File: src/rtl/uart14_map.vh
// Register offsets, field positions, reset values and timing counts
`ifndef UART14_MAP_VH
`define UART14_MAP_VH
`define OFS_DATA 5'h00
`define OFS_LEVEL 5'h04
`define OFS_IIR 5'h08
`define OFS_CTRL 5'h0c
`define OFS_RATE 5'h10
`define CTRL_RESET 16'h2800
`define CTRL_TXTRIG_LO 0
`define CTRL_RXTRIG_LO 2
`define CTRL_TXREQ_EN 5
`define CTRL_RXREQ_EN 6
`define CTRL_LOOPBACK 7
`define CTRL_RX_EN 11
`define CTRL_TX_EN 13
`define CTRL_CTS_EN 14
`define CTRL_RTS_EN 15
`define IIR_TX_REQ 0
`define IIR_RX_REQ 1
`define IIR_BRK 4
`define IIR_OE 5
`define IIR_FORCE_TX 6
`define OVERSAMPLE 4'hd
`define MID_SAMPLE 4'h6
`endif

File: src/rtl/fourteen_oversample_uart.v
// 14x oversampling 8N1 UART with 64-byte FIFOs and AHB-Lite registers
//
// Chosen here: register access over AHB-Lite.
`timescale 1ns/1ps
`include "uart14_map.vh"
module fourteen_oversample_uart #(
  parameter [31:0] BASE_ADDR = 32'h40014000,
  parameter RATE_W = 12,
  parameter DEPTH_LOG2 = 6
) (
  input wire hclk, // Bus clock, 125 MHz
  input wire hresetn, // Asynchronous reset, active low
  input wire hsel, // Slave select
  input wire [31:0] haddr, // Byte address
  input wire [1:0] htrans, // Transfer type
  input wire hwrite, // Write when high
  input wire [2:0] hsize, // Transfer size, word only
  input wire [31:0] hwdata, // Write data
  input wire hready, // Bus ready in
  output reg hreadyout, // Always ready
  output reg hresp, // Always OKAY
  output reg [31:0] hrdata, // Read data
  input wire serial_in_pin, // Serial receive line
  output reg serial_out_pin, // Serial transmit line
  input wire clear_to_send_n, // Remote can accept, active low
  output reg request_to_send_n, // We can accept, active low
  output reg tx_dma_req, // Transmit request
  output reg rx_dma_req, // Receive request
  input wire tx_dma_done, // Clears transmit request
  input wire rx_dma_done, // Clears receive request
  output reg uart_clk_on // UART clock running
);
  localparam DEPTH = 1 << DEPTH_LOG2;
  localparam RX_IDLE = 4'b0001;
  localparam RX_START = 4'b0010;
  localparam RX_DATA = 4'b0100;
  localparam RX_STOP = 4'b1000;
  localparam TX_IDLE = 4'b0001;
  localparam TX_START = 4'b0010;
  localparam TX_DATA = 4'b0100;
  localparam TX_STOP = 4'b1000;

  // Receive trigger level from its select field
  function [DEPTH_LOG2:0] rx_trig;
    input [2:0] sel;
    begin
      case (sel)
        3'h0: rx_trig = 7'h01;
        3'h1: rx_trig = 7'h04;
        3'h2: rx_trig = 7'h08;
        3'h3: rx_trig = 7'h10;
        3'h4: rx_trig = 7'h20;
        default: rx_trig = 7'h30;
      endcase
    end
  endfunction

  // Transmit trigger level from its select field
  function [DEPTH_LOG2:0] tx_trig;
    input [1:0] sel;
    begin
      case (sel)
        2'h0: tx_trig = 7'h00;
        2'h1: tx_trig = 7'h04;
        2'h2: tx_trig = 7'h08;
        default: tx_trig = 7'h10;
      endcase
    end
  endfunction

  reg [10:0] rx_mem [0:DEPTH-1]; // byte, error, break
  reg [7:0] tx_mem [0:DEPTH-1];
  reg [DEPTH_LOG2-1:0] rx_wp_reg, rx_rp_reg, tx_wp_reg, tx_rp_reg;
  reg [DEPTH_LOG2:0] rx_fill_count, tx_fill_count;
  reg [15:0] ctrl_reg;
  reg [RATE_W-1:0] rate_reg, rate_cnt_reg;
  reg overrun_flag, break_int_flag, tx_flag_reg, rx_flag_reg, wr_pend_reg;
  reg [4:0] wr_ofs_reg;
  reg rx_s1_reg, rx_s2_reg, cts_s1_reg, cts_s2_reg;
  reg [3:0] rx_state_reg, rx_os_reg, tx_state_reg, tx_os_reg;
  reg [2:0] rx_bit_reg, tx_bit_reg;
  reg [7:0] rx_sh_reg, tx_sh_reg;
  wire [DEPTH_LOG2:0] tx_lvl = tx_fill_count, rx_lvl = rx_fill_count;

  wire addr_ok = hsel & htrans[1] & hready &
    (haddr[31:5] == BASE_ADDR[31:5]);
  wire [4:0] ofs = haddr[4:0];
  wire rd_data = addr_ok & ~hwrite & (ofs == `OFS_DATA);
  wire rx_empty_flag = (rx_fill_count == 0);
  wire rx_pop = rd_data & ~rx_empty_flag;
  wire wr_data = wr_pend_reg & (wr_ofs_reg == `OFS_DATA);
  wire tx_push = wr_data & (tx_fill_count != DEPTH);
  wire wr_iir = wr_pend_reg & (wr_ofs_reg == `OFS_IIR);
  wire loopback = ctrl_reg[`CTRL_LOOPBACK];
  wire rx_line = loopback ? serial_out_pin : rx_s2_reg;
  wire tick = uart_clk_on & (rate_cnt_reg == rate_reg);
  wire rx_last = tick & (rx_os_reg == `OVERSAMPLE);
  wire tx_last = tick & (tx_os_reg == `OVERSAMPLE);
  wire cts_ok = ~ctrl_reg[`CTRL_CTS_EN] | loopback | ~cts_s2_reg;
  wire tx_pop = (tx_state_reg == TX_IDLE) & (tx_fill_count != 0) &
    ctrl_reg[`CTRL_TX_EN] & cts_ok;
  wire rx_done = (rx_state_reg == RX_STOP) & rx_last;
  wire frame_err = ~rx_line;
  wire is_break = frame_err & (rx_sh_reg == 8'h00);
  wire rx_full = (rx_fill_count == DEPTH);
  wire rx_push = rx_done & ~rx_full;
  wire rx_start = (rx_state_reg == RX_IDLE) & ctrl_reg[`CTRL_RX_EN] &
    ~rx_line;
  wire [10:0] rx_head = rx_mem[rx_rp_reg];
  wire [DEPTH_LOG2:0] rxt = rx_trig(ctrl_reg[`CTRL_RXTRIG_LO+2:2]);
  wire [DEPTH_LOG2:0] txt = tx_trig(ctrl_reg[`CTRL_TXTRIG_LO+1:0]);

  // Two-flop synchronisers for the serial input and clear-to-send
  always @(posedge hclk or negedge hresetn) begin
    if (!hresetn) begin
      rx_s1_reg <= 1'b1;
      rx_s2_reg <= 1'b1;
      cts_s1_reg <= 1'b1;
      cts_s2_reg <= 1'b1;
    end else begin
      rx_s1_reg <= serial_in_pin;
      rx_s2_reg <= rx_s1_reg;
      cts_s1_reg <= clear_to_send_n;
      cts_s2_reg <= cts_s1_reg;
    end
  end

  // Auto clock and rate divider; divider only runs while clock on
  always @(posedge hclk or negedge hresetn) begin
    if (!hresetn) begin
      uart_clk_on <= 1'b0;
      rate_cnt_reg <= {RATE_W{1'b0}};
    end else begin
      uart_clk_on <= rx_start | (rx_state_reg != RX_IDLE) |
        (tx_state_reg != TX_IDLE) | tx_push | (tx_fill_count != 0);
      if (!uart_clk_on || tick)
        rate_cnt_reg <= {RATE_W{1'b0}};
      else
        rate_cnt_reg <= rate_cnt_reg + 1'b1;
    end
  end

  // Receiver: qualify start at mid, then sample every 14 ticks
  always @(posedge hclk or negedge hresetn) begin
    if (!hresetn) begin
      rx_state_reg <= RX_IDLE;
      rx_os_reg <= 4'h0;
      rx_bit_reg <= 3'h0;
      rx_sh_reg <= 8'h00;
    end else begin
      case (rx_state_reg)
        RX_IDLE: begin
          rx_os_reg <= 4'h0;
          rx_bit_reg <= 3'h0;
          if (rx_start)
            rx_state_reg <= RX_START;
        end
        RX_START: begin
          if (tick && rx_os_reg == `MID_SAMPLE) begin
            rx_os_reg <= 4'h0;
            if (rx_line)
              rx_state_reg <= RX_IDLE;
            else
              rx_state_reg <= RX_DATA;
          end else if (tick) begin
            rx_os_reg <= rx_os_reg + 1'b1;
          end
        end
        RX_DATA: begin
          if (rx_last) begin
            rx_os_reg <= 4'h0;
            rx_sh_reg <= {rx_line, rx_sh_reg[7:1]};
            rx_bit_reg <= rx_bit_reg + 1'b1;
            if (rx_bit_reg == 3'h7)
              rx_state_reg <= RX_STOP;
          end else if (tick) begin
            rx_os_reg <= rx_os_reg + 1'b1;
          end
        end
        RX_STOP: begin
          if (rx_last)
            rx_state_reg <= RX_IDLE;
          else if (tick)
            rx_os_reg <= rx_os_reg + 1'b1;
        end
        default: rx_state_reg <= RX_IDLE;
      endcase
    end
  end

  // Transmitter: start, eight data bits lsb first, one stop
  always @(posedge hclk or negedge hresetn) begin
    if (!hresetn) begin
      tx_state_reg <= TX_IDLE;
      tx_os_reg <= 4'h0;
      tx_bit_reg <= 3'h0;
      tx_sh_reg <= 8'h00;
      serial_out_pin <= 1'b1;
    end else begin
      case (tx_state_reg)
        TX_IDLE: begin
          serial_out_pin <= 1'b1;
          tx_os_reg <= 4'h0;
          tx_bit_reg <= 3'h0;
          if (tx_pop) begin
            tx_sh_reg <= tx_mem[tx_rp_reg];
            tx_state_reg <= TX_START;
          end
        end
        TX_START: begin
          serial_out_pin <= 1'b0;
          if (tx_last) begin
            tx_os_reg <= 4'h0;
            tx_state_reg <= TX_DATA;
          end else if (tick) begin
            tx_os_reg <= tx_os_reg + 1'b1;
          end
        end
        TX_DATA: begin
          serial_out_pin <= tx_sh_reg[0];
          if (tx_last) begin
            tx_os_reg <= 4'h0;
            tx_sh_reg <= {1'b0, tx_sh_reg[7:1]};
            tx_bit_reg <= tx_bit_reg + 1'b1;
            if (tx_bit_reg == 3'h7)
              tx_state_reg <= TX_STOP;
          end else if (tick) begin
            tx_os_reg <= tx_os_reg + 1'b1;
          end
        end
        TX_STOP: begin
          serial_out_pin <= 1'b1;
          if (tx_last)
            tx_state_reg <= TX_IDLE;
          else if (tick)
            tx_os_reg <= tx_os_reg + 1'b1;
        end
        default: tx_state_reg <= TX_IDLE;
      endcase
    end
  end

  // FIFO storage
  always @(posedge hclk) begin
    if (tx_push)
      tx_mem[tx_wp_reg] <= hwdata[7:0];
    if (rx_push)
      rx_mem[rx_wp_reg] <= {is_break, frame_err, 1'b0, rx_sh_reg};
  end
  // FIFO pointers and fill counts
  always @(posedge hclk or negedge hresetn) begin
    if (!hresetn) begin
      tx_wp_reg <= {DEPTH_LOG2{1'b0}};
      tx_rp_reg <= {DEPTH_LOG2{1'b0}};
      rx_wp_reg <= {DEPTH_LOG2{1'b0}};
      rx_rp_reg <= {DEPTH_LOG2{1'b0}};
      tx_fill_count <= {(DEPTH_LOG2+1){1'b0}};
      rx_fill_count <= {(DEPTH_LOG2+1){1'b0}};
    end else begin
      if (tx_push)
        tx_wp_reg <= tx_wp_reg + 1'b1;
      if (tx_pop)
        tx_rp_reg <= tx_rp_reg + 1'b1;
      if (rx_push)
        rx_wp_reg <= rx_wp_reg + 1'b1;
      if (rx_pop)
        rx_rp_reg <= rx_rp_reg + 1'b1;
      tx_fill_count <= tx_fill_count + {{DEPTH_LOG2{1'b0}}, tx_push} -
        {{DEPTH_LOG2{1'b0}}, tx_pop};
      rx_fill_count <= rx_fill_count + {{DEPTH_LOG2{1'b0}}, rx_push} -
        {{DEPTH_LOG2{1'b0}}, rx_pop};
    end
  end

  // Status flags, DMA requests and request-to-send; set beats clear
  always @(posedge hclk or negedge hresetn) begin
    if (!hresetn) begin
      overrun_flag <= 1'b0;
      break_int_flag <= 1'b0;
      tx_flag_reg <= 1'b0;
      rx_flag_reg <= 1'b0;
      tx_dma_req <= 1'b0;
      rx_dma_req <= 1'b0;
      request_to_send_n <= 1'b1;
    end else begin
      if (rx_done && rx_full)
        overrun_flag <= 1'b1;
      else if (wr_iir && hwdata[`IIR_OE])
        overrun_flag <= 1'b0;
      if (rx_push && is_break)
        break_int_flag <= 1'b1;
      else if (wr_iir && hwdata[`IIR_BRK])
        break_int_flag <= 1'b0;
      if ((tx_lvl <= txt) || (wr_iir && hwdata[`IIR_FORCE_TX]))
        tx_flag_reg <= 1'b1;
      else if (tx_dma_done)
        tx_flag_reg <= 1'b0;
      if (rx_lvl >= rxt)
        rx_flag_reg <= 1'b1;
      else if (rx_dma_done)
        rx_flag_reg <= 1'b0;
      tx_dma_req <= tx_flag_reg & ctrl_reg[`CTRL_TXREQ_EN];
      rx_dma_req <= rx_flag_reg & ctrl_reg[`CTRL_RXREQ_EN];
      request_to_send_n <= ctrl_reg[`CTRL_RTS_EN] & (rx_lvl >= rxt);
    end
  end

  // Bus slave: read data captured in address phase, writes in data phase
  always @(posedge hclk or negedge hresetn) begin
    if (!hresetn) begin
      hreadyout <= 1'b1;
      hresp <= 1'b0;
      hrdata <= 32'h00000000;
      wr_pend_reg <= 1'b0;
      wr_ofs_reg <= 5'h00;
      ctrl_reg <= `CTRL_RESET;
      rate_reg <= {RATE_W{1'b0}};
    end else begin
      hreadyout <= 1'b1;
      hresp <= 1'b0;
      wr_pend_reg <= addr_ok & hwrite;
      wr_ofs_reg <= ofs;
      if (wr_pend_reg && wr_ofs_reg == `OFS_CTRL)
        ctrl_reg <= hwdata[15:0];
      if (wr_pend_reg && wr_ofs_reg == `OFS_RATE)
        rate_reg <= hwdata[RATE_W-1:0];
      if (addr_ok && !hwrite) begin
        case (ofs)
          `OFS_DATA:
            hrdata <= {21'h000000, rx_empty_flag ? 11'h100 :
              {rx_head[10:9], 1'b0, rx_head[7:0]}};
          `OFS_LEVEL:
            hrdata <= {16'h0000, 1'b0, tx_fill_count,
              1'b0, rx_fill_count};
          `OFS_IIR:
            hrdata <= {26'h0000000, overrun_flag, break_int_flag,
              2'b00, rx_flag_reg, tx_flag_reg};
          `OFS_CTRL: hrdata <= {16'h0000, ctrl_reg};
          `OFS_RATE: hrdata <= {{(32-RATE_W){1'b0}}, rate_reg};
          default: hrdata <= 32'h00000000;
        endcase
      end
    end
  end
endmodule

File: config.mk
export PLATFORM = sky130hd
export DESIGN_NAME = fourteen_oversample_uart
export DESIGN_NICKNAME = d
export VERILOG_FILES = /design/src/rtl/fourteen_oversample_uart.v
export VERILOG_INCLUDE_DIRS = /design/src /design/src/rtl
export SDC_FILE = /design/constraint.sdc
export NUM_CORES = 1
export LEC_CHECK = 0
export BUFFER_PORTS_ARGS = -buffer_cell sky130_fd_sc_hd__buf_2
export CORE_MARGIN = 4
export CORE_UTILIZATION = 45
export CTS_CLUSTER_DIAMETER = 200
export CTS_CLUSTER_SIZE = 20
export DETAILED_ROUTE_END_ITERATION = 7
export SYNTH_ARGS = -nofsm -noshare
export SYNTH_HDL_FRONTEND = slang
export SYNTH_SLANG_ARGS = --single-unit
File: constraint.sdc
create_clock -name hclk -period 4.68 [get_ports hclk]
set_input_delay 0.234 -clock hclk [delete_from_list [all_inputs] [get_ports hclk]]
set_output_delay 0.234 -clock hclk [all_outputs]
set_load 0.02 [all_outputs]
Yosys cells after proc, flatten, opt, wreduce, memory -nomap -nowiden --
Memory sizes are Yosys's and may differ from the RTL's. Index checks and enable logic that the tools add are counted.
Storage, ports and cells: flip-flop bits (word level) 167, RAM bits 1152, output and inout bits 39, memories kept 2
Memory list:
- rx_mem | words 64, bits a word 10, read ports 1, clocked after Yosys merged registers in 0, write ports 1, RTL line fourteen_oversample_uart.v:71 | reg [10:0] rx_mem [0:DEPTH-1];
- tx_mem | words 64, bits a word 8, read ports 1, clocked after Yosys merged registers in 0, write ports 1, RTL line fourteen_oversample_uart.v:72 | reg [7:0] tx_mem [0:DEPTH-1];
Cells by class: $add $sub $neg 13, order comparisons 2, equality and inequality tests 44, mux-type cells 48, bitwise logic cells 36, reductions and logical operators 39
Operators by type and width (number):
- $pmux W16 S5 | 1
- $mux W4 | 17
- $pmux W4 S4 | 3
- $pmux W6 S5 | 1
- $eq A27 B26 Y1 const B | 1
- $add A6 B1 Y6 const B | 4
- $and A1 B1 Y1 | 24
- $ne A2 B2 Y1 const B | 12
- $eq A5 B4 Y1 const B | 4
- $eq A4 B4 Y1 const B | 4
- $mux W8 | 2
- $pmux W8 S2 | 1
- $pmux W5 S3 | 1
- $add A7 B1 Y7 | 2
- $sub A7 B1 Y7 | 2
- $mux W1 | 13
- $add A12 B1 Y12 const B | 1
- $eq A12 B12 Y1 | 1
- $eq A4 B3 Y1 const B | 3
- $mux W12 | 1
- $pmux W3 S2 | 2
- $pmux W4 S3 | 1
- $reduce_bool A2 Y1 | 6
- $mux W11 | 1
- other kinds (35) | 74

Depth between registers and ports, before layout --
depth in word-level cells 7, mapped depth 17, gate-level depth less buffers 17

Worst setup path before layout --
No wires, ideal clock.
kind reg-to-reg, start register ctrl_reg[7], end memory rx_mem[0][9] in the netlist's numbering, data pin, arrival time 3686 ps, required time 4309 ps, path slack 622 ps, cell stages (with the launch flop) 3, buffers on the path 0, cells stage by stage dfrtp_1 -> mux2i_1 -> and3_1
Between the ends: word-level cells in the longest chain between the ends 3
Ends and longest elaborated chain:
- start, declared | RTL line fourteen_oversample_uart.v:75 | reg [15:0] ctrl_reg;
- start signal, assigned | RTL line fourteen_oversample_uart.v:316 | ctrl_reg <= `CTRL_RESET;
- start signal, assigned | RTL line fourteen_oversample_uart.v:324 | ctrl_reg <= hwdata[15:0];
- $mux W1 | RTL line fourteen_oversample_uart.v:95 | wire rx_line = loopback ? serial_out_pin : rx_s2_reg;
- $not A1 Y1 | RTL line fourteen_oversample_uart.v:103 | wire frame_err = ~rx_line;
- net frame_err | RTL line fourteen_oversample_uart.v:103
- $and A1 B1 Y1 | RTL line fourteen_oversample_uart.v:104 | wire is_break = frame_err & (rx_sh_reg == 8'h00);
- net is_break | RTL line fourteen_oversample_uart.v:104
- end, declared | RTL line fourteen_oversample_uart.v:71
The timed path passes the listed nets, and every way through them passes these cells.

Worst setup path in the final report --
start register rate_cnt_reg[2], end register rx_fill_count[6]
Between the ends: word-level cells in the longest chain between the ends 7
Ends and longest elaborated chain:
- start, declared | RTL line fourteen_oversample_uart.v:76 | reg [RATE_W-1:0] rate_reg, rate_cnt_reg;
- start signal, assigned | RTL line fourteen_oversample_uart.v:132 | rate_cnt_reg <= {RATE_W{1'b0}};
- start signal, assigned | RTL line fourteen_oversample_uart.v:137 | rate_cnt_reg <= {RATE_W{1'b0}};
- start signal, assigned | RTL line fourteen_oversample_uart.v:139 | rate_cnt_reg <= rate_cnt_reg + 1'b1;
- $eq A12 B12 Y1 | RTL line fourteen_oversample_uart.v:96 | wire tick = uart_clk_on & (rate_cnt_reg == rate_reg);
- $and A1 B1 Y1 | RTL line fourteen_oversample_uart.v:96
- $and A1 B1 Y1 | RTL line fourteen_oversample_uart.v:97 | wire rx_last = tick & (rx_os_reg == `OVERSAMPLE);
- $and A1 B1 Y1 | RTL line fourteen_oversample_uart.v:102 | wire rx_done = (rx_state_reg == RX_STOP) & rx_last;
- $and A1 B1 Y1 | RTL line fourteen_oversample_uart.v:106 | wire rx_push = rx_done & ~rx_full;
- $add A7 B1 Y7 | RTL line fourteen_oversample_uart.v:270 | rx_fill_count <= rx_fill_count + {{DEPTH_LOG2{1'b0}}, rx_push} -
- $sub A7 B1 Y7 | RTL line fourteen_oversample_uart.v:270
- end signal, assigned | RTL line fourteen_oversample_uart.v:258 | rx_fill_count <= {(DEPTH_LOG2+1){1'b0}};
- end signal, assigned | RTL line fourteen_oversample_uart.v:270
- end, declared | RTL line fourteen_oversample_uart.v:74 | reg [DEPTH_LOG2:0] rx_fill_count, tx_fill_count;
Every way passes these cells. A chain may end at the register's enable or synchronous reset.

==> impl_metrics.csv <==
group,metric,value,unit
timing,drv_slew,0,
clock_tree,htreeDepth,3,
route,firstDrtPassIters,5,
route,drc,0,
floorplanning,chipWidth,349,um
synthesis,ys_seq_elements,1303,
route,antenna_left,0,
route,routed-wl-met2,60.7,mm
clock_tree,clock-sinks,1303,
synthesis,postSynthAreaPerCell,18.2,um2
route,wire_per_inst,26.1,um
synthesis,yosys_warnings,0,
cells_and_area,final_cell_area,57700,um2
job,maxCapViolCount,0,
timing,hold_violations,0,
cells_and_area,reg.largest.list,"rx_mem x640, tx_mem x512",
cells_and_area,top_register,"rx_mem",
placed_design,place_congestion,0.847,
floorplanning,dieHeight,349,um
timing,fmax,0.245,GHz
power_and_ir_drop,peakVddDrop,0.000262,V
route,drt_iter0_drc,2554,
floorplanning,boundaryPins,117,
cells_and_area,nNetsFinal,3195,
critical_path,critPathRequiredTime,5.22,ns
power_and_ir_drop,p_per_area,344,nW/um2
route,wl_met1,50.8,mm
grt,antenna_found_initial,0,
synthesis,yosys.cell_types.count,74,
power_and_ir_drop,leakage,17.2,nW
placed_design,numPortBuffers,78,
timing,final.period_utilization,87.2,%
synthesis,synthCells,2882,
floorplanning,rows,124,
route,finalWirelength,121,mm
critical_path,cp.depth,16,
timing,fin_tns_setup,0,ns
floorplanning,die-area,122000,um2
critical_path,crit_family,"simple AND/OR/NAND/NOR gates",
critical_path,rr_worst_depth,16,
critical_path,crit_type,"flip-flop to flip-flop",
critical_path,cp.arrival,4.62,ns
grt,grt_pass1_wl,181,mm
route,wl_met3,6.14,mm
critical_path,cp_max_fo,9,
timing,rsz0062_at_grt,"no",
clock_tree,clkTransAtPathRegs,0.09,ns
route,vias,26988,
cells_and_area,largest_register_ffs,640,
placed_design,dpl-instance-area,55300,um2
power_and_ir_drop,total_power,19.8,mW
critical_path,critPathLaunchType,"flip-flop",
cells_and_area,final_util,50.1,%
synthesis,ys.flop_type,"edfxtp_1",
cells_and_area,drive_gt1_share,22.6,%
route,routed.top_layer,"met4",
placed_design,preCtsSetupSlack,0.597,ns
timing,worst_slew_pin_slew,1.18,ns
synthesis,async_flop_share,11.6,%
timing,setup_viol,0,
critical_path,path_cells,"xnor2_1, nand4_1, or3_1, nor4b_4, inv_4, ha_1, inv_1, ha_1, inv_1, fa_1, nand2b_1, a21oi_1, o21ai_0, a21oi_1, nor2_1, xnor2_1",
route,via_per_inst,5.84,
grt,grt_use_total,19.8,%
clock_tree,tritoncts,"built",
synthesis,yosysSeqAreaShare,73.3,%
clock_tree,cts_resized,0,
clock_tree,clk_path_buf_depth,3,
timing,period_needed,4.08,ns
grt,overflow,0,
synthesis,synth-edff-count,1152,
cells_and_area,final_cell_mix,"edfxtp_1 (1,152), mux4_2 (237), nor2_1 (184)",
worst_hold_path,hold_path.class,"primary input to async pin",
timing,worst_slew_margin_rel,21.3,%
timing,fin_ws,0.599,ns
critical_path,endpoint_kind,"flip-flop",
critical_path,cpPeakStageDelay,0.60,ns
clock_tree,cts_root_buf,"clkbuf_16",
critical_path,crit_buf_inv,3,
clock_tree,clk-insertion-delay-late,0.66,ns
clock_tree,cts_buffers,75,
synthesis,syn_area,52300,um2
grt,grt_max_degree,70,
cells_and_area,final_common_cell,"edfxtp_1",
cells_and_area,antenna_cells,0,
critical_path,crit_path_top_delay_cell,"nor4b_4",
floorplanning,core-area,115000,um2
grt,grt_pass1_vias,27615,
cells_and_area,syn2layout_area_growth,10.2,%
placed_design,dp_hpwl,75.0,mm
floorplanning,start_util,45.5,%
timing,finClkSkew,0.0405,ns
outcome,outcome,"completed",
[metrics by stage]
| stage | hold slack, ns | cells |
|---|---|---|
| floorplan | -0.0616 | 2898 |
| global placement | 0.259 | 4489 |
| detailed placement | 0.278 | 4489 |
| CTS | 0.124 | 4621 |
| global route | 0.161 | 4621 |
| finish | 0.132 | 4621 |
[logic make-up (layout without fill, tap and decap cells)]
logic type               count (synthesis)  in the layout  synth area share [%]
AO/OA/AOI/OAI                          320            320                  4.17
XOR/XNOR                                59             59                 0.987
adder cells (fa/ha/maj)                 43             43                  1.06
buffers and inverters                  229            440                  1.90
flip-flops                            1303           1303                  73.3
multiplexers                           423            423                  13.9
other                                    2             18                0.0144
AND/OR/NAND/NOR                        503            503                  4.59
[power breakdown]
group / total [mW] / switching, mW / internal (mW)
clock: 6.69 / 3.63 / 3.06
sequential: 12.7 / 0.0565 / 12.6
combinational: 0.451 / 0.310 / 0.141
total: 19.8 / 4.00 / 15.8
[cell type report]
| cell class | instances | area, um2 |
|---|---|---|
| inverters | 52 | 198 |
| repair buffers | 276 | 2000 |
| clock buffers | 106 | 2040 |
| clock inverters | 6 | 75.1 |
| well taps | 1512 | 1890 |
| fillers | 9275 | 57300 |
| multi-input cells | 1366 | 13000 |
| flip-flops and latches | 1303 | 38400 |
[cells in the mapped netlist, types with 10 or more instances]
cell type | number | area, um2
and3_1 | 17 | 106
dfstp_2 | 10 | 263
nor2b_1 | 13 | 81.3
nand3_1 | 35 | 175
o22ai_1 | 37 | 231
o221ai_1 | 29 | 254
nor2_1 | 185 | 694
a221oi_1 | 18 | 158
ha_1 | 41 | 513
nor3_1 | 11 | 55.1
or3_1 | 10 | 62.6
a21oi_1 | 44 | 220
xor2_1 | 22 | 193
mux2_2 | 76 | 856
nand2b_1 | 15 | 93.8
clkbuf_1 | 94 | 353
o21ai_0 | 70 | 350
a311oi_1 | 11 | 96.3
inv_1 | 49 | 184
edfxtp_1 | 1152 | 34600
nand4_1 | 21 | 131
nand2_1 | 134 | 503
a211oi_1 | 19 | 143
a31oi_1 | 19 | 119
buf_1 | 25 | 93.8
o211ai_1 | 16 | 120
mux2i_1 | 110 | 1100
dfrtp_1 | 141 | 3530
buf_4 | 18 | 135
mux4_2 | 237 | 5340
a22oi_1 | 18 | 135
xnor2_1 | 37 | 324
buf_2 | 38 | 190
[routing by layer]
layer | track usage (%) | up-vias
li1 | - | 11781
met1 | 27.6 | 14271
met2 | 33.4 | 780
met3 | 2.34 | 156
met4 | 5.23 | 0
met5 | 0 | -
[what timing repair did]
action / in CTS / in global routing
hold buffers: 20 / 0
buffers inserted: 0 / 0
hold endpoints to repair: 86 / 0
[worst paths after layout]
check,endpoint,slack (ns),startpoint
max reg2reg,rx_fill_count[6],0.60,rate_cnt_reg[2]
min in group hclk,rx_s1_reg,0.24,serial_in_pin
min,rx_bit_reg[1],0.13,hresetn
min reg2reg,rx_s2_reg,0.36,rx_s1_reg
max,rx_fill_count[6],0.60,rate_cnt_reg[2]
max in group asynchronous,rx_rp_reg[0],3.33,hresetn
(Power assumes the default switching activity.)
